`config.mk`:
```
export PLATFORM = sky130hd
export DESIGN_NAME = tcds_regs
export DESIGN_NICKNAME = d
export VERILOG_FILES = /design/src/verilog/tcds_pkg.sv /design/src/verilog/tcds_snap.sv /design/src/verilog/tcds_limit.sv /design/src/verilog/tcds_regs.sv
export SDC_FILE = /design/constraint.sdc
export NUM_CORES = 1
export LEC_CHECK = 0
export BUFFER_PORTS_ARGS = -buffer_cell sky130_fd_sc_hd__buf_2
export CAP_MARGIN = 20
export CORE_MARGIN = 1.5
export CORE_UTILIZATION = 40
export DETAILED_ROUTE_END_ITERATION = 8
export MAX_ROUTING_LAYER = met4
export PLACE_DENSITY_LB_ADDON = 0.12
export SETUP_SLACK_MARGIN = 0.15
export SLEW_MARGIN = 40
export SYNTH_ARGS = -nofsm -noshare
export SYNTH_HDL_FRONTEND = slang
export SYNTH_SLANG_ARGS = --single-unit
```
`constraint.sdc`:
```
create_clock -name mclk -period 1.82 [get_ports mclk]
set_input_delay 0.273 -clock mclk [delete_from_list [all_inputs] [get_ports mclk]]
set_output_delay 0.273 -clock mclk [all_outputs]
set_load 0.05 [all_outputs]
```
`src/verilog/tcds_pkg.sv`:
```
// Package for the transparent clock dataset register bank.
// Assumes a single core clock and a simple word-wide register port.
package tcds_pkg;

    localparam int          ADDR_W          = 16;
    localparam int          DATA_W          = 32;

    // Register offsets
    localparam logic [15:0] OFS_DEF_CTRL    = 16'h1900;
    localparam logic [15:0] OFS_IDENT_LO    = 16'h1904;
    localparam logic [15:0] OFS_IDENT_HI    = 16'h1908;
    localparam logic [15:0] OFS_DOMAIN      = 16'h190c;
    localparam logic [15:0] OFS_PORT_COUNT  = 16'h191c;
    localparam logic [15:0] OFS_PORT_CTRL   = 16'h1a00;
    localparam logic [15:0] OFS_DELAY_HI    = 16'h1a04;
    localparam logic [15:0] OFS_DELAY_LO    = 16'h1a08;
    localparam logic [15:0] OFS_LOG_PERIOD  = 16'h1a10;
    localparam logic [15:0] OFS_SKEW        = 16'h1a1c;
    localparam logic [15:0] OFS_LIMIT       = 16'h1a20;

    // Control field positions
    localparam int          BIT_DONE        = 31;
    localparam int          BIT_READ        = 30;
    localparam int          BIT_DOMAIN_VAL  = 1;
    localparam int          BIT_IDENT_VAL   = 0;
    localparam int          BIT_SKEW_VAL    = 2;
    localparam int          BIT_INTV_VAL    = 1;
    localparam int          BIT_MECH_VAL    = 0;
    localparam int          SEL_LSB         = 16;
    localparam int          SEL_W           = 8;
    localparam int          SCALED_SHIFT    = 16;

    // Reset values and profile code
    localparam logic [31:0] RST_WORD        = 32'h0000_0000;
    localparam logic [1:0]  PROFILE_TSN     = 2'h3;

    typedef struct packed {
        logic              wr;
        logic              rd;
        logic [ADDR_W-1:0] addr;
        logic [DATA_W-1:0] wdata;
    } tcds_bus_req_t;

    typedef struct packed {
        logic [63:0] identity;
        logic [47:0] mac;
        logic [7:0]  domain;
        logic        identity_load;
        logic        domain_load;
        logic [7:0]  port_select;
        logic [7:0]  log_period;
        logic [31:0] skew;
        logic [31:0] limit;
        logic        skew_load;
        logic        interval_load;
        logic        mechanism_load;
    } tcds_cfg_t;

    typedef struct packed {
        logic pend;
        logic done;
        logic take;
    } tcds_snap_st_t;

endpackage : tcds_pkg

```
`src/verilog/tcds_snap.sv`:
```
// Snapshot request and done flag pair.
// Assumes req pulses for one cycle on a software write of one to the request bit.
`timescale 1ns/100ps
module tcds_snap
    import tcds_pkg::*;
(
    input  wire logic mclk,
    input  wire logic nrst,
    input  wire logic req,
    output logic      pend,
    output logic      done,
    output logic      take
);
    tcds_snap_st_t st;
    tcds_snap_st_t next_st;

    always_comb begin
        next_st      = st;
        next_st.take = st.pend;
        if (st.pend) begin
            next_st.pend = 1'b0;
            next_st.done = 1'b1;
        end
        if (req) begin
            next_st.pend = 1'b1;
            next_st.done = 1'b0;
        end
    end

    always_ff @(posedge mclk or negedge nrst) begin
        if (!nrst) begin
            st <= '0;
        end else begin
            st <= next_st;
        end
    end

    assign pend = st.pend;
    assign done = st.done;
    assign take = st.take;
endmodule : tcds_snap

```
`src/verilog/tcds_limit.sv`:
```
// Peer latency validity check against the software limit.
// Assumes the delay is scaled nanoseconds with 16 fraction bits.
`timescale 1ns/100ps
module tcds_limit
    import tcds_pkg::*;
(
    input  wire logic        mclk,
    input  wire logic        nrst,
    input  wire logic [63:0] delay,
    input  wire logic [31:0] limit,
    input  wire logic [1:0]  profile,
    output logic             delay_ok
);
    logic [47:0] ns;
    logic        next_ok;
    logic        ok_q;

    assign ns = delay[63:SCALED_SHIFT];

    always_comb begin
        next_ok = 1'b1;
        if (profile == PROFILE_TSN) begin
            next_ok = (ns[47:32] == 16'h0000) && (ns[31:0] <= limit);
        end
    end

    always_ff @(posedge mclk or negedge nrst) begin
        if (!nrst) begin
            ok_q <= 1'b1;
        end else begin
            ok_q <= next_ok;
        end
    end

    assign delay_ok = ok_q;
endmodule : tcds_limit

```
`src/verilog/tcds_regs.sv`:
```
// Default and port dataset register bank of the transparent clock.
// Assumes one core clock, a one-cycle read/write strobe port and an
// engine that supplies live identity, domain, peer delay and profile.
// Notes on behaviour
// - Read request copies live default dataset, sets done
// - Default read request bit clears itself
// - Valid bits apply identity or domain, self-clear
// - Identity bytes 0..2 form first MAC bytes
// - Identity bytes 5..7 form last MAC bytes
// - One writable eight-bit timing domain
// - Read-only sixteen-bit port count from build
// - Port select picks port for access
// - Port read request self-clears, done on capture
// - Per-setting valid bits gate port updates
// - Peer delay read-only, sixty-four bit split
// - Signed log interval, present only when built
// - Writable signed thirty-two bit link skew
// - Writable peer latency limit, checked under profile
// - Profile code three selects the check
`timescale 1ns/100ps
module tcds_regs
    import tcds_pkg::*;
#(
    parameter int PORT_COUNT    = 3,
    parameter bit VARIABLE_RATE = 1'b1
) (
    input  wire logic          mclk,
    input  wire logic          nrst,
    input  wire tcds_bus_req_t bus_req,
    output logic [31:0]        bus_rdata,
    output logic               bus_ack,
    input  wire logic [63:0]   live_identity,
    input  wire logic [7:0]    live_domain,
    input  wire logic [63:0]   live_peer_delay,
    input  wire logic [1:0]    profile,
    output tcds_cfg_t          cfg,
    output logic               peer_delay_ok
);
    initial begin
        if (PORT_COUNT < 1 || PORT_COUNT > 65535) begin
            $error("PORT_COUNT out of range");
        end
    end

    localparam logic [15:0] PORTS = 16'(PORT_COUNT);

    typedef struct packed {
        logic [63:0] ident;
        logic [7:0]  domain;
        logic        ident_val;
        logic        domain_val;
        logic [7:0]  sel;
        logic [63:0] delay;
        logic [7:0]  log_period;
        logic [31:0] skew;
        logic [31:0] limit;
        logic        skew_val;
        logic        intv_val;
        logic        mech_val;
        logic [31:0] rdata;
        logic        ack;
    } regs_st_t;

    regs_st_t st;
    regs_st_t next_st;

    logic wr_def_ctrl;
    logic wr_port_ctrl;
    logic def_req;
    logic port_req;
    logic def_pend;
    logic def_done;
    logic def_take;
    logic port_pend;
    logic port_done;
    logic port_take;

    assign wr_def_ctrl  = bus_req.wr && bus_req.addr == OFS_DEF_CTRL;
    assign wr_port_ctrl = bus_req.wr && bus_req.addr == OFS_PORT_CTRL;
    assign def_req      = wr_def_ctrl && bus_req.wdata[BIT_READ];
    assign port_req     = wr_port_ctrl && bus_req.wdata[BIT_READ];

    tcds_snap u_def_snap (
        .mclk (mclk),
        .nrst (nrst),
        .req  (def_req),
        .pend (def_pend),
        .done (def_done),
        .take (def_take)
    );

    tcds_snap u_port_snap (
        .mclk (mclk),
        .nrst (nrst),
        .req  (port_req),
        .pend (port_pend),
        .done (port_done),
        .take (port_take)
    );

    function automatic logic [31:0] read_word(input regs_st_t s, input logic [15:0] a,
                                              input logic dp, input logic dd,
                                              input logic pp, input logic pd);
        logic [31:0] w;
        w = RST_WORD;
        unique case (a)
            OFS_DEF_CTRL: begin
                w[BIT_DONE]       = dd;
                w[BIT_READ]       = dp;
                w[BIT_DOMAIN_VAL] = s.domain_val;
                w[BIT_IDENT_VAL]  = s.ident_val;
            end
            OFS_IDENT_LO:   w = s.ident[31:0];
            OFS_IDENT_HI:   w = s.ident[63:32];
            OFS_DOMAIN:     w[7:0] = s.domain;
            OFS_PORT_COUNT: w[15:0] = PORTS;
            OFS_PORT_CTRL: begin
                w[BIT_DONE]                  = pd;
                w[BIT_READ]                  = pp;
                w[SEL_LSB +: SEL_W]          = s.sel;
                w[BIT_SKEW_VAL]              = s.skew_val;
                w[BIT_INTV_VAL]              = s.intv_val;
                w[BIT_MECH_VAL]              = s.mech_val;
            end
            OFS_DELAY_HI:   w = s.delay[63:32];
            OFS_DELAY_LO:   w = s.delay[31:0];
            OFS_LOG_PERIOD: w[7:0] = VARIABLE_RATE ? s.log_period : 8'h00;
            OFS_SKEW:       w = s.skew;
            OFS_LIMIT:      w = s.limit;
            default:        w = RST_WORD;
        endcase
        return w;
    endfunction : read_word

    always_comb begin
        next_st            = st;
        next_st.ack        = bus_req.wr || bus_req.rd;
        next_st.ident_val  = 1'b0;
        next_st.domain_val = 1'b0;
        next_st.skew_val   = 1'b0;
        next_st.intv_val   = 1'b0;
        next_st.mech_val   = 1'b0;
        next_st.rdata      = bus_req.rd ?
                             read_word(st, bus_req.addr, def_pend, def_done,
                                       port_pend, port_done) : st.rdata;
        if (def_take) begin
            next_st.ident  = live_identity;
            next_st.domain = live_domain;
        end
        if (port_take) begin
            next_st.delay  = live_peer_delay;
        end
        if (bus_req.wr) begin
            unique case (bus_req.addr)
                OFS_DEF_CTRL: begin
                    next_st.domain_val = bus_req.wdata[BIT_DOMAIN_VAL];
                    next_st.ident_val  = bus_req.wdata[BIT_IDENT_VAL];
                end
                OFS_IDENT_LO: next_st.ident[31:0]  = bus_req.wdata;
                OFS_IDENT_HI: next_st.ident[63:32] = bus_req.wdata;
                OFS_DOMAIN:   next_st.domain       = bus_req.wdata[7:0];
                OFS_PORT_CTRL: begin
                    next_st.sel      = bus_req.wdata[SEL_LSB +: SEL_W];
                    next_st.skew_val = bus_req.wdata[BIT_SKEW_VAL];
                    next_st.intv_val = bus_req.wdata[BIT_INTV_VAL];
                    next_st.mech_val = bus_req.wdata[BIT_MECH_VAL];
                end
                OFS_LOG_PERIOD: begin
                    if (VARIABLE_RATE) begin
                        next_st.log_period = bus_req.wdata[7:0];
                    end
                end
                OFS_SKEW:  next_st.skew  = bus_req.wdata;
                OFS_LIMIT: next_st.limit = bus_req.wdata;
                default: begin
                end
            endcase
        end
    end

    always_ff @(posedge mclk or negedge nrst) begin
        if (!nrst) begin
            st <= '0;
        end else begin
            st <= next_st;
        end
    end

    tcds_limit u_limit (
        .mclk     (mclk),
        .nrst     (nrst),
        .delay    (st.delay),
        .limit    (st.limit),
        .profile  (profile),
        .delay_ok (peer_delay_ok)
    );

    always_comb begin
        cfg                = '0;
        cfg.identity       = st.ident;
        cfg.mac[23:0]      = st.ident[23:0];
        cfg.mac[47:24]     = st.ident[63:40];
        cfg.domain         = st.domain;
        cfg.identity_load  = st.ident_val;
        cfg.domain_load    = st.domain_val;
        cfg.port_select    = st.sel;
        cfg.log_period     = st.log_period;
        cfg.skew           = st.skew;
        cfg.limit          = st.limit;
        cfg.skew_load      = st.skew_val;
        cfg.interval_load  = st.intv_val && VARIABLE_RATE;
        cfg.mechanism_load = st.mech_val;
    end

    assign bus_rdata = st.rdata;
    assign bus_ack   = st.ack;
endmodule : tcds_regs

```
== Word-level counts from Yosys, hierarchy flattened ==
Cells that the tools add are included.

* Register bits after elaboration: 261
* Latch bits: 0
* RAM bits: 0
* Memory bits (read-only): 0
* Input port bits: 190
* Output and inout bits: 239
* Logic and storage cells: 68
* Memories: 0

* Add/subtract/negate cells: 0
* Multipliers: 0
* Divide/modulo/power cells: 0
* $lt $le $gt $ge: 1
* Eq/ne operators: 12
* Shift-type cells: 0
* Mux-type cells: 21
* Bitwise logic cells: 0
* Reductions and logical operators: 13

{| class="wikitable"
|+ Operators with widths
! operator !! count
|-
| equality test 16 x 13 -> 1 bit (second input constant) || 11
|-
| two-way mux 82 bit || 1
|-
| two-way mux 72 bit || 1
|-
| two-way mux 32 bit || 2
|-
| case mux 8 bit (7 select lines) || 1
|-
| case mux 8 bit (6 select lines) || 1
|-
| case mux 5 bit (8 select lines) || 1
|-
| case mux 6 bit (6 select lines) || 1
|-
| less-or-equal comparator 32 bit || 1
|-
| case mux 2 bit (11 select lines) || 1
|-
| logical NOT 16 bit || 1
|-
| two-way mux 8 bit || 2
|-
| case mux 2 bit (8 select lines) || 1
|-
| case mux 1 bit (9 select lines) || 1
|-
| AND reduction 2 bit || 4
|-
| two-way mux 2 bit || 3
|-
| two-way mux 3 bit || 2
|-
| logical AND 1 bit || 5
|-
| nonzero test 2 bit || 2
|-
| two-way mux 1 bit || 3
|-
| equality test 2 bit (second input constant) || 1
|-
| logical OR 1 bit || 1
|}

== Logic depth before layout (Yosys ltp) ==
* Word-level depth: 4
* Depth in mapped cells: 8
* Mapped depth without buffers: 8

== Modules after synthesis ==
Synthesis repeated with hierarchy kept, for this count alone.

* Cell total of the unflattened synthesis: 1316
* Area, all modules: 14672.8 um2

{| class="wikitable"
|+ Modules (own cells, without submodules)
! module !! instances !! cells each !! area an instance (um2) !! sequential area each (um2)
|-
| tcds_regs || 1 || 1188 || 13600.5 || 6356.1
|-
| tcds_limit || 1 || 120 || 902.1 || 26.3
|-
| tcds_snap || 2 || 4 || 85.1 || 75.1
|}

== Least setup slack after synthesis ==
No wires, ideal clock.

* Kind: register to register
* From: register st, in the netlist cfg[32]
* To: register u_limit.ok_q (netlist: u_limit.delay_ok)
* Setup time: 79 ps
* Arrival: 1903 ps
* Required time: 1741 ps
* Path slack: -162 ps
* Stages on the path, launching flop included: 8
* Buffers on the path: 0
* Clock period less this slack: 1982 ps
* Cell sequence: dfrtp_1 inv_1 ha_1 and4_1 nand4_1 or4_1 o311a_1 o21ai_0

* Word-level cells in the longest chain between the ends: 3

{| class="wikitable"
|+ Ends and longest elaborated chain
! item !! RTL line !! RTL
|-
| start, declared || tcds_regs.sv:64 || <nowiki>regs_st_t st;</nowiki>
|-
| start signal, assigned || tcds_regs.sv:185 || <nowiki>st <= next_st;</nowiki>
|-
| less-or-equal comparator 32 bit || tcds_limit.sv:23 || <nowiki>next_ok = (ns[47:32] == 16'h0000) && (ns[31:0] <= limit);</nowiki>
|-
| logical AND 1 bit || tcds_limit.sv:23 ||
|-
| two-way mux 1 bit || tcds_limit.sv:22 || <nowiki>if (profile == PROFILE_TSN) begin</nowiki>
|-
| via u_limit.next_ok || tcds_limit.sv:15 || <nowiki>logic next_ok;</nowiki>
|-
| end signal, assigned || tcds_limit.sv:31 || <nowiki>ok_q <= next_ok;</nowiki>
|-
| end, declared || tcds_limit.sv:16 || <nowiki>logic ok_q;</nowiki>
|}

The timed path passes the listed nets, and every way through them passes these cells.
A chain may end at the register's enable or synchronous reset.

== Worst setup path in the final report ==
* From: register st, in the netlist cfg[34]
* To: register u_limit.ok_q (netlist: u_limit.delay_ok)

Same word-level chain as after synthesis.

==> flow_summary.ini <==
[global_routing]
antenna_found_initial = 3
grt_pass1_vias = 11500
overflow = 0
grt_max_degree = 62
grt_usage = 0.274
grt_pass1_wl_um = 72900

[min_path]
hp-class = in2reg

[outcome]
violations = setup timing
status = finished with violations

[placement]
placed_area_sq_um = 16700
dp_hpwl_um = 36700
gp_congestion = 0.900
dp_slack_ns = -0.577
io_buffers = 428

[floorplan]
fp-row-count = 68
core_area_sq_um = 34700
die_width_um = 191
initial_core_util = 0.408
dieArea_sq_um = 36500
die_h_um = 191
boundaryPins = 429

[logic_synthesis]
syn_avg_cell_area_sq_um = 11.2
syn-instance-count = 1269
ys_types = 59
ys_async_sr_fraction = 1.00
synth_ff_type = dfrtp_1
synthesis.nets = 1491
ys_ff_latch = 261
ys_warn_count = 0
synthesis.area_sq_um = 14200
seq_area_frac_synth = 0.461
synth-edff-count = 0

[detailed_routing]
first_pass_iters = 6
remaining_drc_errors = 0
avgViaCountPerCell = 5.22
ant_nets = 0
routed_wl_um = 49600
first_iter_violations = 893
wire_per_inst_um = 22.4
num_vias = 11500

[timing]
final_hold_viol_count = 0
finalCritPeriodShare = 1.12
worstMarginPinSlew_ns = 0.543
setup_ws_ns = -0.220
period_minus_slack_ns = 2.04
setup_violations = 1
rsz0062_at_grt = yes
slew_viol_final = 0
fin_tns_setup_ns = -0.220
slew_headroom = 0.638
fin_skew_ns = 0.0190
fmax_mhz = 490

[clock_network]
clkTransAtPathRegs_ns = 0.06
cts_buffers = 30
clock-sinks = 261
htreeDepth = 1
clk_latency_ns = 0.57
root_buffer = clkbuf_16
post_cts_buffers = 0
clockBufferDepth = 3
cts_tree = done

[worst_setup_path]
path_delay_family = simple AND/OR/NAND/NOR gates
reg2reg_from = cfg[34]$_DFFE_PN0P_
worst_ep_required_time_ns = 2.32
start_kind = flop
critPathCapture = u_limit.delay_ok$_DFF_PN1_
path_buf_inv = 1
critPathKind = reg2reg
timing.rr.end = u_limit.delay_ok$_DFF_PN1_
arrival_ns = 2.54
cp_num_cells = 7
worst_path_max_delay_cell = or4_4
crit_fanout = 2
reg2regPathDepth = 7
end_kind = flop
path_cells = inv_2 -> ha_1 -> and4_1 -> nand4_1 -> or4_4 -> o311a_1 -> o21ai_1
reg2reg_slack_ns = -0.22
cp_slowest_stage_delay_ns = 0.48
worstSetupStartpoint = cfg[34]$_DFFE_PN0P_

[cells_and_area]
final_cell_mix = buf_2, dfrtp_1, buf_4
fin_util = 0.549
n_fill_cell = 3066
layout_commonest_cell = buf_2
drive_above_1_share = 0.468
nNetsFinal = 1951
final_area_sq_um = 19100
syn2layout_area_growth_pct = 34.6

[pwr]
powerDensity_nw_per_um2 = 706
p_leak_nw = 9.91
p_total_mw = 13.5
peakVddDrop_v = 0.000691

[job]
max-cap-violations = 0
kinds of logic (layout without fill, tap and decap cells):
kind of cell / after synthesis / count (layout) / synth area share
AO/OA/AOI/OAI: 224 / 224 / 0.112
multiplexers: 216 / 216 / 0.165
flip-flops: 261 / 261 / 0.461
other: 0 / 3 / 0
adder cells (fa/ha/maj): 32 / 32 / 0.0283
AND/OR/NAND/NOR: 206 / 206 / 0.0786
buffers and inverters: 330 / 814 / 0.155
synth_stat cells (all sizes together), types with 24 or more instances:
cell,count,area share
a222oi,52,0.037
inv,35,0.0093
ha,32,0.028
clkbuf,34,0.0090
a21oi,89,0.031
mux2i,73,0.052
nor3,24,0.015
dfrtp,260,0.46
a22oi,25,0.013
mux2,143,0.11
nor2,111,0.030
buf,261,0.14
sequential cells by signal, summed over array words and instances (netlist names):
| name | cells |
|---|---|
| bus_ack | 1 |
| st | 64 |
| u_def_snap.take | 1 |
| u_port_snap.done | 1 |
| u_port_snap.pend | 1 |
| u_def_snap.done | 1 |
| u_port_snap.take | 1 |
| bus_rdata | 32 |
| u_limit.delay_ok | 1 |
| u_def_snap.pend | 1 |
| cfg | 157 |
layer usage:
metal / up-vias / global-route usage / routed length [um]
li1: 5306 / - / -
met1: 5715 / 0.367 / 21700
met2: 456 / 0.443 / 23800
met3: 54 / 0.0391 / 3120
met4: 0 / 0.0580 / 1010
met5: - / - / 0
timing repair:
item,CTS,global route
setup endpoints to repair,15,3
gates resized for setup,6,6
pin swaps,1,1
endpoints found under the hold margin,188,0
hold buffers,125,0
through the flow:
step	hold WS, ns	instances
after CTS	0.000841	2208
after detailed placement	0.243	2027
after global routing	0.0147	2211
after floorplan	-0.0226	1269
final	0.0203	2211
after global placement	0.242	2027
worst min-delay path by stage:
stage                startpoint                  end  slack, ns  depth (start not counted)
2_1_floorplan              nrst    bus_ack$_DFF_PN0_      -0.02                          0
3_3_place_gp               nrst    cfg[99]$_DFF_PN0_       0.24                          1
3_5_place_dp               nrst    cfg[98]$_DFF_PN0_       0.24                          1
4_1_cts             bus_req[12]  cfg[47]$_DFFE_PN0P_     0.0008                          2
5_1_grt        live_identity[6]    cfg[99]$_DFF_PN0_       0.01                          3
6_report            bus_req[12]  cfg[47]$_DFFE_PN0P_       0.02                          2
report_power, final:
part           leakage [nW]  switching (mW)  internal [mW]  total, mW
Combinational          5.82           0.619          0.469       1.09
Clock                 0.511            2.50           3.98       6.48
Sequential             3.58          0.0324           5.85       5.89
Total                  9.91            3.15           10.3       13.5
layout make-up:
type                            count  area (sq um)  share of cell area
Clock inverter                     14           238              0.0125
Clock buffer                       42           816              0.0428
Timing Repair Buffer              723          5050               0.265
Multi-Input combinational cell    678          5720               0.300
Antenna cell                        3          7.51            0.000394
Sequential cell                   261          6540               0.343
Tap cell                          455           569              0.0299
Inverter                           35           131             0.00689
worst reg2reg max path, delay by kind of cell, from the launching register on:
family,cells,cell delay [ns]
AND/OR/NAND/NOR,3,0.91
flip-flops,1,0.37
AO/OA/AOI/OAI,2,0.37
adder cells (fa/ha/maj),1,0.28
buffers and inverters,1,0.04
Note: power is estimated with default switching activity, not from simulation.
